**src/verilog/remote_gate_consts.svh**
```systemverilog
/*
  Offsets, field positions, reset values and function slots of the remote
  input command gate. Assumes inclusion by bare name from the design files.
*/
`ifndef REMOTE_GATE_CONSTS_SVH
`define REMOTE_GATE_CONSTS_SVH

// ----------------------------------------------------------------------
// register byte offsets
// ----------------------------------------------------------------------
`define RG_CTRL_OFS        8'h00
`define RG_STATUS_OFS      8'h04
`define RG_LINES_OFS       8'h08
`define RG_MAP_BASE        8'h40
`define RG_MAP_WORDS       22

// ----------------------------------------------------------------------
// control fields and reset value
// ----------------------------------------------------------------------
`define RG_CTRL_ASSIGN_BIT 0
`define RG_CTRL_SELECT_BIT 1
`define RG_CTRL_PAUSE_BIT  2
`define RG_CTRL_RESET      3'h1

// ----------------------------------------------------------------------
// status fields
// ----------------------------------------------------------------------
`define RG_ST_AUTO_BIT     0
`define RG_ST_FORCED_BIT   1
`define RG_ST_PROG_LSB     8
`define RG_ST_ROBOT_LSB    16
`define RG_ST_CMD_LSB      24

// ----------------------------------------------------------------------
// map entry fields
// ----------------------------------------------------------------------
`define RG_MAP_EN_BIT      5

// ----------------------------------------------------------------------
// function slots of the map
// ----------------------------------------------------------------------
`define RG_FN_START        0
`define RG_FN_PROG0        1
`define RG_FN_STOP         7
`define RG_FN_PAUSE        8
`define RG_FN_CONT         9
`define RG_FN_RESET        10
`define RG_FN_FORCED       11
`define RG_FN_RSEL         12
`define RG_FN_ROBOT0       13
`define RG_FN_ENERGISE     18
`define RG_FN_DEENERGISE   19
`define RG_FN_FULL         20
`define RG_FN_REDUCED      21

// ----------------------------------------------------------------------
// default input lines
// ----------------------------------------------------------------------
`define RG_DEF_START       5'h00
`define RG_DEF_PROG1       5'h01
`define RG_DEF_PROG2       5'h02
`define RG_DEF_PROG4       5'h03
`define RG_DEF_STOP        5'h04
`define RG_DEF_PAUSE       5'h05
`define RG_DEF_CONT        5'h06
`define RG_DEF_RESET       5'h07

// ----------------------------------------------------------------------
// robot numbering
// ----------------------------------------------------------------------
`define RG_ALL_ROBOTS      5'h00
`define RG_NUM_ROBOTS      5'h10

`endif

```
**src/verilog/remote_gate_pkg.sv**
```systemverilog
/*
  Types of the remote input command gate.
  Assumes nothing of its surroundings.
*/
package remote_gate_pkg;
  typedef logic [4:0] line_idx_t;
  typedef logic [5:0] map_entry_t;
  typedef logic [5:0] prog_num_t;
  typedef logic [4:0] robot_num_t;
  typedef enum logic [3:0] {
    CMD_NONE,
    CMD_START,
    CMD_STOP,
    CMD_PAUSE,
    CMD_CONTINUE,
    CMD_RESET,
    CMD_ROBOT_SELECT,
    CMD_ENERGISE,
    CMD_FULL_DRIVE,
    CMD_FORCED_LOW
  } cmd_e;
endpackage

```
**src/verilog/remote_line_sync.sv**
```systemverilog
/*
  Two-stage synchroniser with off-to-on edge detection for remote lines.
  Assumes asynchronous line levels and one clock hclk.
*/
`timescale 1ns/10ps
module remote_line_sync #(
  parameter int WIDTH = 24
) (
  input  wire logic             hclk,
  input  wire logic             hresetn,
  input  wire logic [WIDTH-1:0] lines_async,
  output logic      [WIDTH-1:0] level,
  output logic      [WIDTH-1:0] rise
);
  logic [WIDTH-1:0] meta;
  logic [WIDTH-1:0] prev;

  // ----------------------------------------------------------------------
  // synchroniser and edge history
  // ----------------------------------------------------------------------
  always_ff @(posedge hclk or negedge hresetn) begin
    if (!hresetn) begin
      meta  <= '0;
      level <= '0;
      prev  <= '0;
    end else begin
      meta  <= lines_async;
      level <= meta;
      prev  <= level;
    end
  end

  assign rise = level & ~prev;
endmodule // remote_line_sync

```
**src/verilog/remote_input_command_gate.sv**
```systemverilog
/*
  Remote input command gate: AHB-Lite slave, line-to-function map,
  acceptance gating and command pulses to the controller core.
  Assumes core status inputs on hclk and asynchronous remote lines.
*/
// Function
// - remote functions default to input lines 0-7 and output lines 0-7.
// - automatic-mode flag on when remote is assigned and selected as controller.
// - each function fires on its line's off-to-on edge while acceptance holds.
// - after an error only reset and forced low power are accepted until error clears.
// - start on line 0 needs ready, no error, halt, guard, pause, stop.
// - six weighted program bits, weights 1,2,4 on lines 1-3 by default.
// - stop on line 4 halts all tasks and commands.
// - pause on line 5 accepted only while running.
// - continue on line 6 needs paused, pause input off, stop input off.
// - reset on line 7 clears halt and error, needs ready.
// - forced low power accepted any time, even without automatic mode.
// - full drive rejected while forced low power is in effect.
// - forced low power also stops or pauses all tasks, as configured.
// - robot select strobe picks which robot the drive status outputs report.
// - five weighted robot select bits, none assigned by default.
// - energise needs ready, no halt, no guard, deenergise input off.
// - full drive needs ready, no halt, no guard, reduced drive input off.
// - automatic mode gates every remote function except forced low power, besides its own conditions.
// - program bits form main program 0 to 63, zero is base program.
// - robot bits give robot 1 to 16, zero means all robots.
`timescale 1ns/10ps
`include "remote_gate_consts.svh"
module remote_input_command_gate
  import remote_gate_pkg::*;
#(
  parameter int NUM_LINES = 24
) (
  input  wire logic                 hclk,
  input  wire logic                 hresetn,
  input  wire logic                 hsel,
  input  wire logic [31:0]          haddr,
  input  wire logic [1:0]           htrans,
  input  wire logic                 hwrite,
  input  wire logic [2:0]           hsize,
  input  wire logic [31:0]          hwdata,
  input  wire logic                 hready,
  output logic      [31:0]          hrdata,
  output logic                      hreadyout,
  output logic                      hresp,
  input  wire logic [NUM_LINES-1:0] remote_lines,
  input  wire logic                 status_ready,
  input  wire logic                 status_running,
  input  wire logic                 status_paused,
  input  wire logic                 status_error,
  input  wire logic                 emergency_halt_flag,
  input  wire logic                 guard_open_flag,
  input  wire logic                 status_fault,
  input  wire logic                 status_warning,
  input  wire logic [15:0]          robot_drives_on,
  input  wire logic [15:0]          robot_at_home,
  input  wire logic [15:0]          robot_full_drive,
  input  wire logic [15:0]          robot_cal_needed,
  output logic      [7:0]           remote_out,
  output logic                      automatic_operation_flag,
  output logic                      forced_reduced_drive,
  output logic                      cmd_start,
  output logic      [5:0]           cmd_program,
  output logic                      cmd_stop,
  output logic                      cmd_pause,
  output logic                      cmd_continue,
  output logic                      cmd_reset,
  output logic                      energise_drives_cmd,
  output logic                      full_drive_cmd,
  output logic      [4:0]           cmd_robot,
  output logic                      drives_energised_flag,
  output logic                      home_position_flag,
  output logic                      full_drive_flag,
  output logic                      calibration_needed_flag
);
  localparam int NFN = `RG_MAP_WORDS;

  logic [NUM_LINES-1:0] line_lvl;
  logic [NUM_LINES-1:0] line_rise;
  map_entry_t           map_q [NFN];
  logic [NFN-1:0]       fn_lvl;
  logic [NFN-1:0]       fn_rise;
  logic [2:0]           ctrl;
  prog_num_t            program_select_bits;
  robot_num_t           robot_bits;
  robot_num_t           robot_status_select;
  cmd_e                 last_cmd;
  logic                 wr_pend;
  logic [7:0]           wr_addr;
  logic [31:0]          next_rdata;
  logic                 addr_ok;
  logic                 gate;
  logic                 drive_ok;
  logic                 ok_start;
  logic                 ok_stop;
  logic                 ok_pause;
  logic                 ok_cont;
  logic                 ok_reset;
  logic                 ok_rsel;
  logic                 ok_energise;
  logic                 ok_full;
  logic                 forced_rise;
  logic                 next_auto;

  function automatic map_entry_t map_default(input int f);
    case (f)
      `RG_FN_START:     map_default = {1'b1, `RG_DEF_START};
      `RG_FN_PROG0:     map_default = {1'b1, `RG_DEF_PROG1};
      `RG_FN_PROG0 + 1: map_default = {1'b1, `RG_DEF_PROG2};
      `RG_FN_PROG0 + 2: map_default = {1'b1, `RG_DEF_PROG4};
      `RG_FN_STOP:      map_default = {1'b1, `RG_DEF_STOP};
      `RG_FN_PAUSE:     map_default = {1'b1, `RG_DEF_PAUSE};
      `RG_FN_CONT:      map_default = {1'b1, `RG_DEF_CONT};
      `RG_FN_RESET:     map_default = {1'b1, `RG_DEF_RESET};
      default:          map_default = 6'h00;
    endcase
  endfunction

  function automatic logic pick_robot(input logic [15:0] vec, input robot_num_t sel,
                                      input logic all_and);
    if (sel == `RG_ALL_ROBOTS) begin
      pick_robot = all_and ? &vec : |vec;
    end else if (sel <= `RG_NUM_ROBOTS) begin
      pick_robot = vec[4'(sel - 5'h01)];
    end else begin
      pick_robot = 1'b0;
    end
  endfunction

  // ----------------------------------------------------------------------
  // line synchroniser
  // ----------------------------------------------------------------------
  remote_line_sync #(
    .WIDTH       (NUM_LINES)
  ) u_sync (
    .hclk        (hclk),
    .hresetn     (hresetn),
    .lines_async (remote_lines),
    .level       (line_lvl),
    .rise        (line_rise)
  );

  // ----------------------------------------------------------------------
  // ahb-lite slave
  // ----------------------------------------------------------------------
  assign addr_ok = hsel && hready && htrans[1] && (haddr[1:0] == 2'h0)
                   && (haddr[31:8] == 24'h000000);

  always_ff @(posedge hclk or negedge hresetn) begin
    if (!hresetn) begin
      wr_pend   <= 1'b0;
      wr_addr   <= 8'h00;
      hrdata    <= 32'h00000000;
      hreadyout <= 1'b0;
      hresp     <= 1'b0;
    end else begin
      hreadyout <= 1'b1;
      hresp     <= 1'b0;
      wr_pend   <= addr_ok && hwrite;
      wr_addr   <= haddr[7:0];
      if (addr_ok && !hwrite) begin
        hrdata <= next_rdata;
      end
    end
  end

  always_comb begin
    next_rdata = 32'h00000000;
    if (haddr[7:0] == `RG_CTRL_OFS) begin
      next_rdata[2:0] = ctrl;
    end else if (haddr[7:0] == `RG_STATUS_OFS) begin
      next_rdata[`RG_ST_AUTO_BIT]               = automatic_operation_flag;
      next_rdata[`RG_ST_FORCED_BIT]             = forced_reduced_drive;
      next_rdata[`RG_ST_PROG_LSB +: 6]          = program_select_bits;
      next_rdata[`RG_ST_ROBOT_LSB +: 5]         = robot_status_select;
      next_rdata[`RG_ST_CMD_LSB +: 4]           = last_cmd;
    end else if (haddr[7:0] == `RG_LINES_OFS) begin
      next_rdata[NUM_LINES-1:0] = line_lvl;
    end else begin
      for (int f = 0; f < NFN; f++) begin
        if (haddr[7:0] == 8'(`RG_MAP_BASE + 4 * f)) begin
          next_rdata[5:0] = map_q[f];
        end
      end
    end
  end

  always_ff @(posedge hclk or negedge hresetn) begin
    if (!hresetn) begin
      ctrl <= `RG_CTRL_RESET;
    end else if (wr_pend && wr_addr == `RG_CTRL_OFS) begin
      ctrl <= hwdata[2:0];
    end
  end

  // ----------------------------------------------------------------------
  // function map and per-function edges
  // ----------------------------------------------------------------------
  for (genvar f = 0; f < NFN; f++) begin : g_fn
    line_idx_t idx;
    logic      hit;
    always_ff @(posedge hclk or negedge hresetn) begin
      if (!hresetn) begin
        map_q[f] <= map_default(f);
      end else if (wr_pend && wr_addr == 8'(`RG_MAP_BASE + 4 * f)) begin
        map_q[f] <= hwdata[5:0];
      end
    end
    assign idx        = map_q[f][4:0];
    assign hit        = map_q[f][`RG_MAP_EN_BIT] && (32'(idx) < NUM_LINES);
    assign fn_lvl[f]  = hit && line_lvl[idx];
    assign fn_rise[f] = hit && line_rise[idx];
  end

  for (genvar b = 0; b < 6; b++) begin : g_prog
    assign program_select_bits[b] = fn_lvl[`RG_FN_PROG0 + b];
  end

  for (genvar b = 0; b < 5; b++) begin : g_robot
    assign robot_bits[b] = fn_lvl[`RG_FN_ROBOT0 + b];
  end

  // ----------------------------------------------------------------------
  // acceptance conditions
  // ----------------------------------------------------------------------
  assign gate        = automatic_operation_flag && !status_error;
  assign drive_ok    = gate && status_ready && !emergency_halt_flag && !guard_open_flag;
  assign ok_start    = drive_ok && !fn_lvl[`RG_FN_PAUSE] && !fn_lvl[`RG_FN_STOP];
  assign ok_stop     = gate;
  assign ok_pause    = gate && status_running;
  assign ok_cont     = gate && status_paused && !fn_lvl[`RG_FN_PAUSE]
                       && !fn_lvl[`RG_FN_STOP];
  assign ok_reset    = automatic_operation_flag && status_ready;
  assign ok_rsel     = gate;
  assign ok_energise = drive_ok && !fn_lvl[`RG_FN_DEENERGISE];
  assign ok_full     = drive_ok && !fn_lvl[`RG_FN_REDUCED]
                       && !fn_lvl[`RG_FN_FORCED];
  assign forced_rise = fn_rise[`RG_FN_FORCED];
  assign next_auto   = ctrl[`RG_CTRL_ASSIGN_BIT] && ctrl[`RG_CTRL_SELECT_BIT];

  // ----------------------------------------------------------------------
  // status outputs
  // ----------------------------------------------------------------------
  always_ff @(posedge hclk or negedge hresetn) begin
    if (!hresetn) begin
      automatic_operation_flag <= 1'b0;
      remote_out               <= 8'h00;
      forced_reduced_drive     <= 1'b0;
    end else begin
      automatic_operation_flag <= next_auto;
      remote_out <= {status_warning, status_fault, guard_open_flag, emergency_halt_flag,
                     status_error, status_paused, status_running, status_ready};
      forced_reduced_drive <= fn_lvl[`RG_FN_FORCED];
    end
  end

  // ----------------------------------------------------------------------
  // command pulses
  // ----------------------------------------------------------------------
  always_ff @(posedge hclk or negedge hresetn) begin
    if (!hresetn) begin
      cmd_start           <= 1'b0;
      cmd_program         <= 6'h00;
      cmd_stop            <= 1'b0;
      cmd_pause           <= 1'b0;
      cmd_continue        <= 1'b0;
      cmd_reset           <= 1'b0;
      energise_drives_cmd <= 1'b0;
      full_drive_cmd      <= 1'b0;
      cmd_robot           <= 5'h00;
    end else begin
      cmd_start    <= fn_rise[`RG_FN_START] && ok_start;
      cmd_program  <= program_select_bits;
      cmd_stop     <= (fn_rise[`RG_FN_STOP] && ok_stop)
                      || (forced_rise && !ctrl[`RG_CTRL_PAUSE_BIT]);
      cmd_pause    <= (fn_rise[`RG_FN_PAUSE] && ok_pause)
                      || (forced_rise && ctrl[`RG_CTRL_PAUSE_BIT]);
      cmd_continue <= fn_rise[`RG_FN_CONT] && ok_cont;
      cmd_reset    <= fn_rise[`RG_FN_RESET] && ok_reset;
      energise_drives_cmd <= fn_rise[`RG_FN_ENERGISE] && ok_energise;
      full_drive_cmd      <= fn_rise[`RG_FN_FULL] && ok_full;
      cmd_robot    <= robot_bits;
    end
  end

  // ----------------------------------------------------------------------
  // robot status selection
  // ----------------------------------------------------------------------
  always_ff @(posedge hclk or negedge hresetn) begin
    if (!hresetn) begin
      robot_status_select <= `RG_ALL_ROBOTS;
    end else if (fn_rise[`RG_FN_RSEL] && ok_rsel) begin
      robot_status_select <= robot_bits;
    end
  end

  always_ff @(posedge hclk or negedge hresetn) begin
    if (!hresetn) begin
      drives_energised_flag   <= 1'b0;
      home_position_flag      <= 1'b0;
      full_drive_flag         <= 1'b0;
      calibration_needed_flag <= 1'b0;
    end else begin
      drives_energised_flag   <= pick_robot(robot_drives_on, robot_status_select, 1'b1);
      home_position_flag      <= pick_robot(robot_at_home, robot_status_select, 1'b1);
      full_drive_flag         <= pick_robot(robot_full_drive, robot_status_select, 1'b1);
      calibration_needed_flag <= pick_robot(robot_cal_needed, robot_status_select, 1'b0);
    end
  end

  always_ff @(posedge hclk or negedge hresetn) begin
    if (!hresetn) begin
      last_cmd <= CMD_NONE;
    end else if (forced_rise) begin
      last_cmd <= CMD_FORCED_LOW;
    end else if (fn_rise[`RG_FN_START] && ok_start) begin
      last_cmd <= CMD_START;
    end else if (fn_rise[`RG_FN_STOP] && ok_stop) begin
      last_cmd <= CMD_STOP;
    end else if (fn_rise[`RG_FN_PAUSE] && ok_pause) begin
      last_cmd <= CMD_PAUSE;
    end else if (fn_rise[`RG_FN_CONT] && ok_cont) begin
      last_cmd <= CMD_CONTINUE;
    end else if (fn_rise[`RG_FN_RESET] && ok_reset) begin
      last_cmd <= CMD_RESET;
    end else if (fn_rise[`RG_FN_RSEL] && ok_rsel) begin
      last_cmd <= CMD_ROBOT_SELECT;
    end else if (fn_rise[`RG_FN_ENERGISE] && ok_energise) begin
      last_cmd <= CMD_ENERGISE;
    end else if (fn_rise[`RG_FN_FULL] && ok_full) begin
      last_cmd <= CMD_FULL_DRIVE;
    end
  end
endmodule // remote_input_command_gate

```
**config.mk**
```make
export PLATFORM = sky130hd
export DESIGN_NAME = remote_input_command_gate
export DESIGN_NICKNAME = d
export VERILOG_FILES = /design/src/verilog/remote_gate_pkg.sv /design/src/verilog/remote_line_sync.sv /design/src/verilog/remote_input_command_gate.sv
export VERILOG_INCLUDE_DIRS = /design/src /design/src/verilog
export SDC_FILE = /design/constraint.sdc
export NUM_CORES = 1
export LEC_CHECK = 0
export ABC_CLOCK_PERIOD_IN_PS = 3700
export BUFFER_PORTS_ARGS = -buffer_cell sky130_fd_sc_hd__buf_2
export CAP_MARGIN = 15
export CORE_UTILIZATION = 59
export DETAILED_ROUTE_END_ITERATION = 8
export PLACE_DENSITY = 0.81
export SYNTH_ARGS = -nofsm -noshare
export SYNTH_HDL_FRONTEND = slang
export SYNTH_SLANG_ARGS = --single-unit
```
**constraint.sdc**
```tcl
create_clock -name hclk -period 3.7 [get_ports hclk]
set_input_delay 0.37 -clock hclk [delete_from_list [all_inputs] [get_ports hclk]]
set_output_delay 0.37 -clock hclk [all_outputs]
set_load 0.005 [all_outputs]
```
==> impl_metrics.env <==
export IMPL_status="finished clean"
export IMPL_grt_max_degree=114
export IMPL_wl_per_cell_um=28.86
export IMPL_ys_seq_area_frac=0.4093
export IMPL_worstHoldPathType="input pin to register"
export IMPL_groute_usage_overall=0.3820
export IMPL_tritoncts="built"
export IMPL_fill_cells=1931
export IMPL_required_ps=4150
export IMPL_end_kind="register"
export IMPL_ys_seq_elements=286
export IMPL_synth_ff_type="dfrtp_1"
export IMPL_synth_area_mm2=0.01755
export IMPL_cts_root_to_sink_buffers=3
export IMPL_initialDrtViolationCount=2050
export IMPL_cap_violations=0
export IMPL_rsz0062_at_grt="false"
export IMPL_grt_ovfl_total=0
export IMPL_yosysUniqueCellTypes=83
export IMPL_cts_buffers=31
export IMPL_vias=14465
export IMPL_detail_route_drc_violations=0
export IMPL_synth_top_area_cell="dfrtp_1"
export IMPL_p_int_mw=6.125
export IMPL_wirelength_mm=57.66
export IMPL_combinationalPowerShare=0.148
export IMPL_place_ws_ps=607.0
export IMPL_syn_to_final_growth_pct=17.45
export IMPL_swShare=0.2549
export IMPL_seq_power_share=0.422
export IMPL_switchingPower_mw=2.096
export IMPL_wl_met3_mm=8.778
export IMPL_power_clock_fraction=0.429
export IMPL_synthTopCellsByArea="dfrtp_1 38%, mux4_2 20%, mux2_2 9.8%"
export IMPL_dpl_hpwl_mm=39.93
export IMPL_tightestPinTransition_ps=1026
export IMPL_nNetsFinal=1761
export IMPL_critPathKind="register to register"
export IMPL_pin_count=236
export IMPL_dieArea_mm2=0.03044
export IMPL_start_util=0.6050
export IMPL_hold_viol=0
export IMPL_async_flop_share=1.000
export IMPL_worst_slack_ps=584.2
export IMPL_clk_latency_ps=570
export IMPL_drive_above_1_share=0.4176
export IMPL_total_leakage_power_nw=8.509
export IMPL_chipWidth_um=174.5
export IMPL_grt_pass1_wl_mm=86.31
export IMPL_grt_antenna_before_repair=0
export IMPL_clkTransAtPathRegs_ps=60
export IMPL_start_kind="register"
export IMPL_critPathArrivalTime_ps=3560
export IMPL_final_core_util=0.7105
export IMPL_synth_edf_count=0
export IMPL_final_antenna_net_count=0
export IMPL_fin_crit_sh=0.8421
export IMPL_tns_ps=0
export IMPL_finClkSkew_ps=11.81
export IMPL_synthCells=1377
export IMPL_diodes=0
export IMPL_core_region_area_mm2=0.02901
export IMPL_chipHeight_um=174.5
export IMPL_finalSetupViolations=0
export IMPL_h_tree_depth=1
export IMPL_gp_congestion=1.020
export IMPL_io_buffers=200
export IMPL_cp_max_fo=14
export IMPL_viasPerCell=7.240
export IMPL_row_count=62
export IMPL_period_needed_ps=3116
export IMPL_slew_headroom=0.3148
export IMPL_clock_root_buffer="clkbuf_16"
export IMPL_drv_slew=0
export IMPL_synth_top_area_frac=0.3778
export IMPL_irDropWorstVdd_v=0.0004427
export IMPL_synth_warning_count=0
export IMPL_synth_area_per_cell_um2=12.75
export IMPL_reg2reg_slack_ps=580
export IMPL_drt_met1_wl_mm=20.24
export IMPL_timing_fmax_mhz=320.9
export IMPL_cts_setup_buffers=0
export IMPL_met2WireLength_mm=25.59
export IMPL_routed_top_layer="met4"
export IMPL_p_per_area_mw_per_mm2=398.8
export IMPL_grt_pass1_vias=14280
export IMPL_cts_sinks=286
export IMPL_dr_pass1_iters=6
## cell usage in the layout (no fill, tap or decap), types with 33 or more instances in the layout
cell and instances:
a21oi_1 36, buf_2 199, buf_4 66, dfrtp_1 265, dlygate4sd3_1 35, mux2_2 152, mux2i_1 45, mux4_2 156
nand2_1 66, nand3_1 33, nor2_1 74, nor2b_1 34, o21ai_0 45
## cell families after synthesis
logic type | share of synthesized area
multiplexers | 0.3644
AND/OR/NAND/NOR | 0.1113
flip-flops | 0.4093
AO/OA/AOI/OAI | 0.07464
buffers and inverters | 0.03821
other | 0.0004279
XOR/XNOR | 0.0009982
adder cells (fa/ha/maj) | 0.0007127
## flip-flops by register name, indices dropped and copies added, names as in the netlist, 3 cells and up
name / flops
last_cmd: 4
u_sync.prev: 24
remote_out: 8
hrdata: 28
cmd_program: 6
u_sync.meta: 24
robot_status_select: 5
cmd_robot: 5
g_fn.idx: 110
wr_addr: 8
map_q: 22
u_sync.level: 24
ctrl: 3
## what timing repair did
action / CTS / global route
setup endpoints to repair: 0 / 0
gates resized for setup: 0 / 0
hold buffers: 35 / 0
endpoints found under the hold margin: 127 / 0
## area by class of cell
class                   instances  area, µm²  area share
inverters                      28      105.1    0.005098
clock inverters                19      339.1     0.01645
multi-input cells             937       9718      0.4714
repair buffers                306       1957     0.09493
clock buffers                  38      832.0     0.04036
well taps                     384      480.5     0.02331
flip-flops and latches        286       7183      0.3484
## synthesized netlist by cell type (15+ instances only)
master / count
a21oi_1: 36
a22oi_1: 29
buf_1: 15
clkbuf_1: 91
dfrtp_1: 265
dfstp_2: 21
inv_1: 26
mux2_2: 152
mux2i_1: 45
mux4_1: 26
mux4_2: 156
nand2_1: 66
nand2b_1: 25
nand3_1: 33
nand4_1: 23
nor2_1: 74
nor2b_1: 34
nor3_1: 20
nor4_1: 17
o21ai_0: 45
## through the flow
stage | hold WS (ps) | cell area [µm²] | power [mW] | std cells
floorplan | 74.41 | 17570 | 4.184 | 1381
global placement | 332.3 | 19090 | 4.630 | 1906
detailed placement | 334.7 | 19090 | 4.672 | 1906
CTS | 23.69 | 20610 | 8.216 | 1998
global route | 34.52 | 20610 | 8.454 | 1998
finish | 44.64 | 20610 | 8.221 | 1998
## metal layers
metal / track usage / up-vias
met5: 0 / -
met4: 0.1711 / 0
met2: 0.5671 / 1267
li1: - / 5794
met3: 0.1273 / 260
met1: 0.5137 / 7144
## worst max-delay path, cell delays in order, from the launching register on
cell and delay [ps]:
dfstp_2 820, mux4_2 570, mux2i_1 200, o21ai_0 110
a22o_1 240, a311o_1 430, or4b_4 260, nor2_1 40
a311o_1 350
## power groups by stage
stage,clock network [mW],registers [mW],logic (mW)
detailed placement,0,3.52,1.15
CTS,3.56,3.46,1.19
floorplan,0,3.42,0.766
finish,3.53,3.47,1.22
global route,3.68,3.49,1.28
global placement,0,3.51,1.12
## final timing paths
kind / from / to / cells past startpoint
min reg2reg: u_sync.meta[4] / u_sync.level[4] / 0
max reg2reg: g_fn[8].idx[0] / last_cmd[0] / 8
min in group asynchronous: hresetn / u_sync.level[4] / 2
min: haddr[6] / wr_addr[6] / 1
max in group asynchronous: hresetn / g_fn[1].idx[0] / 3
max: g_fn[8].idx[0] / last_cmd[0] / 8
Power figures use the tool's default switching activity.
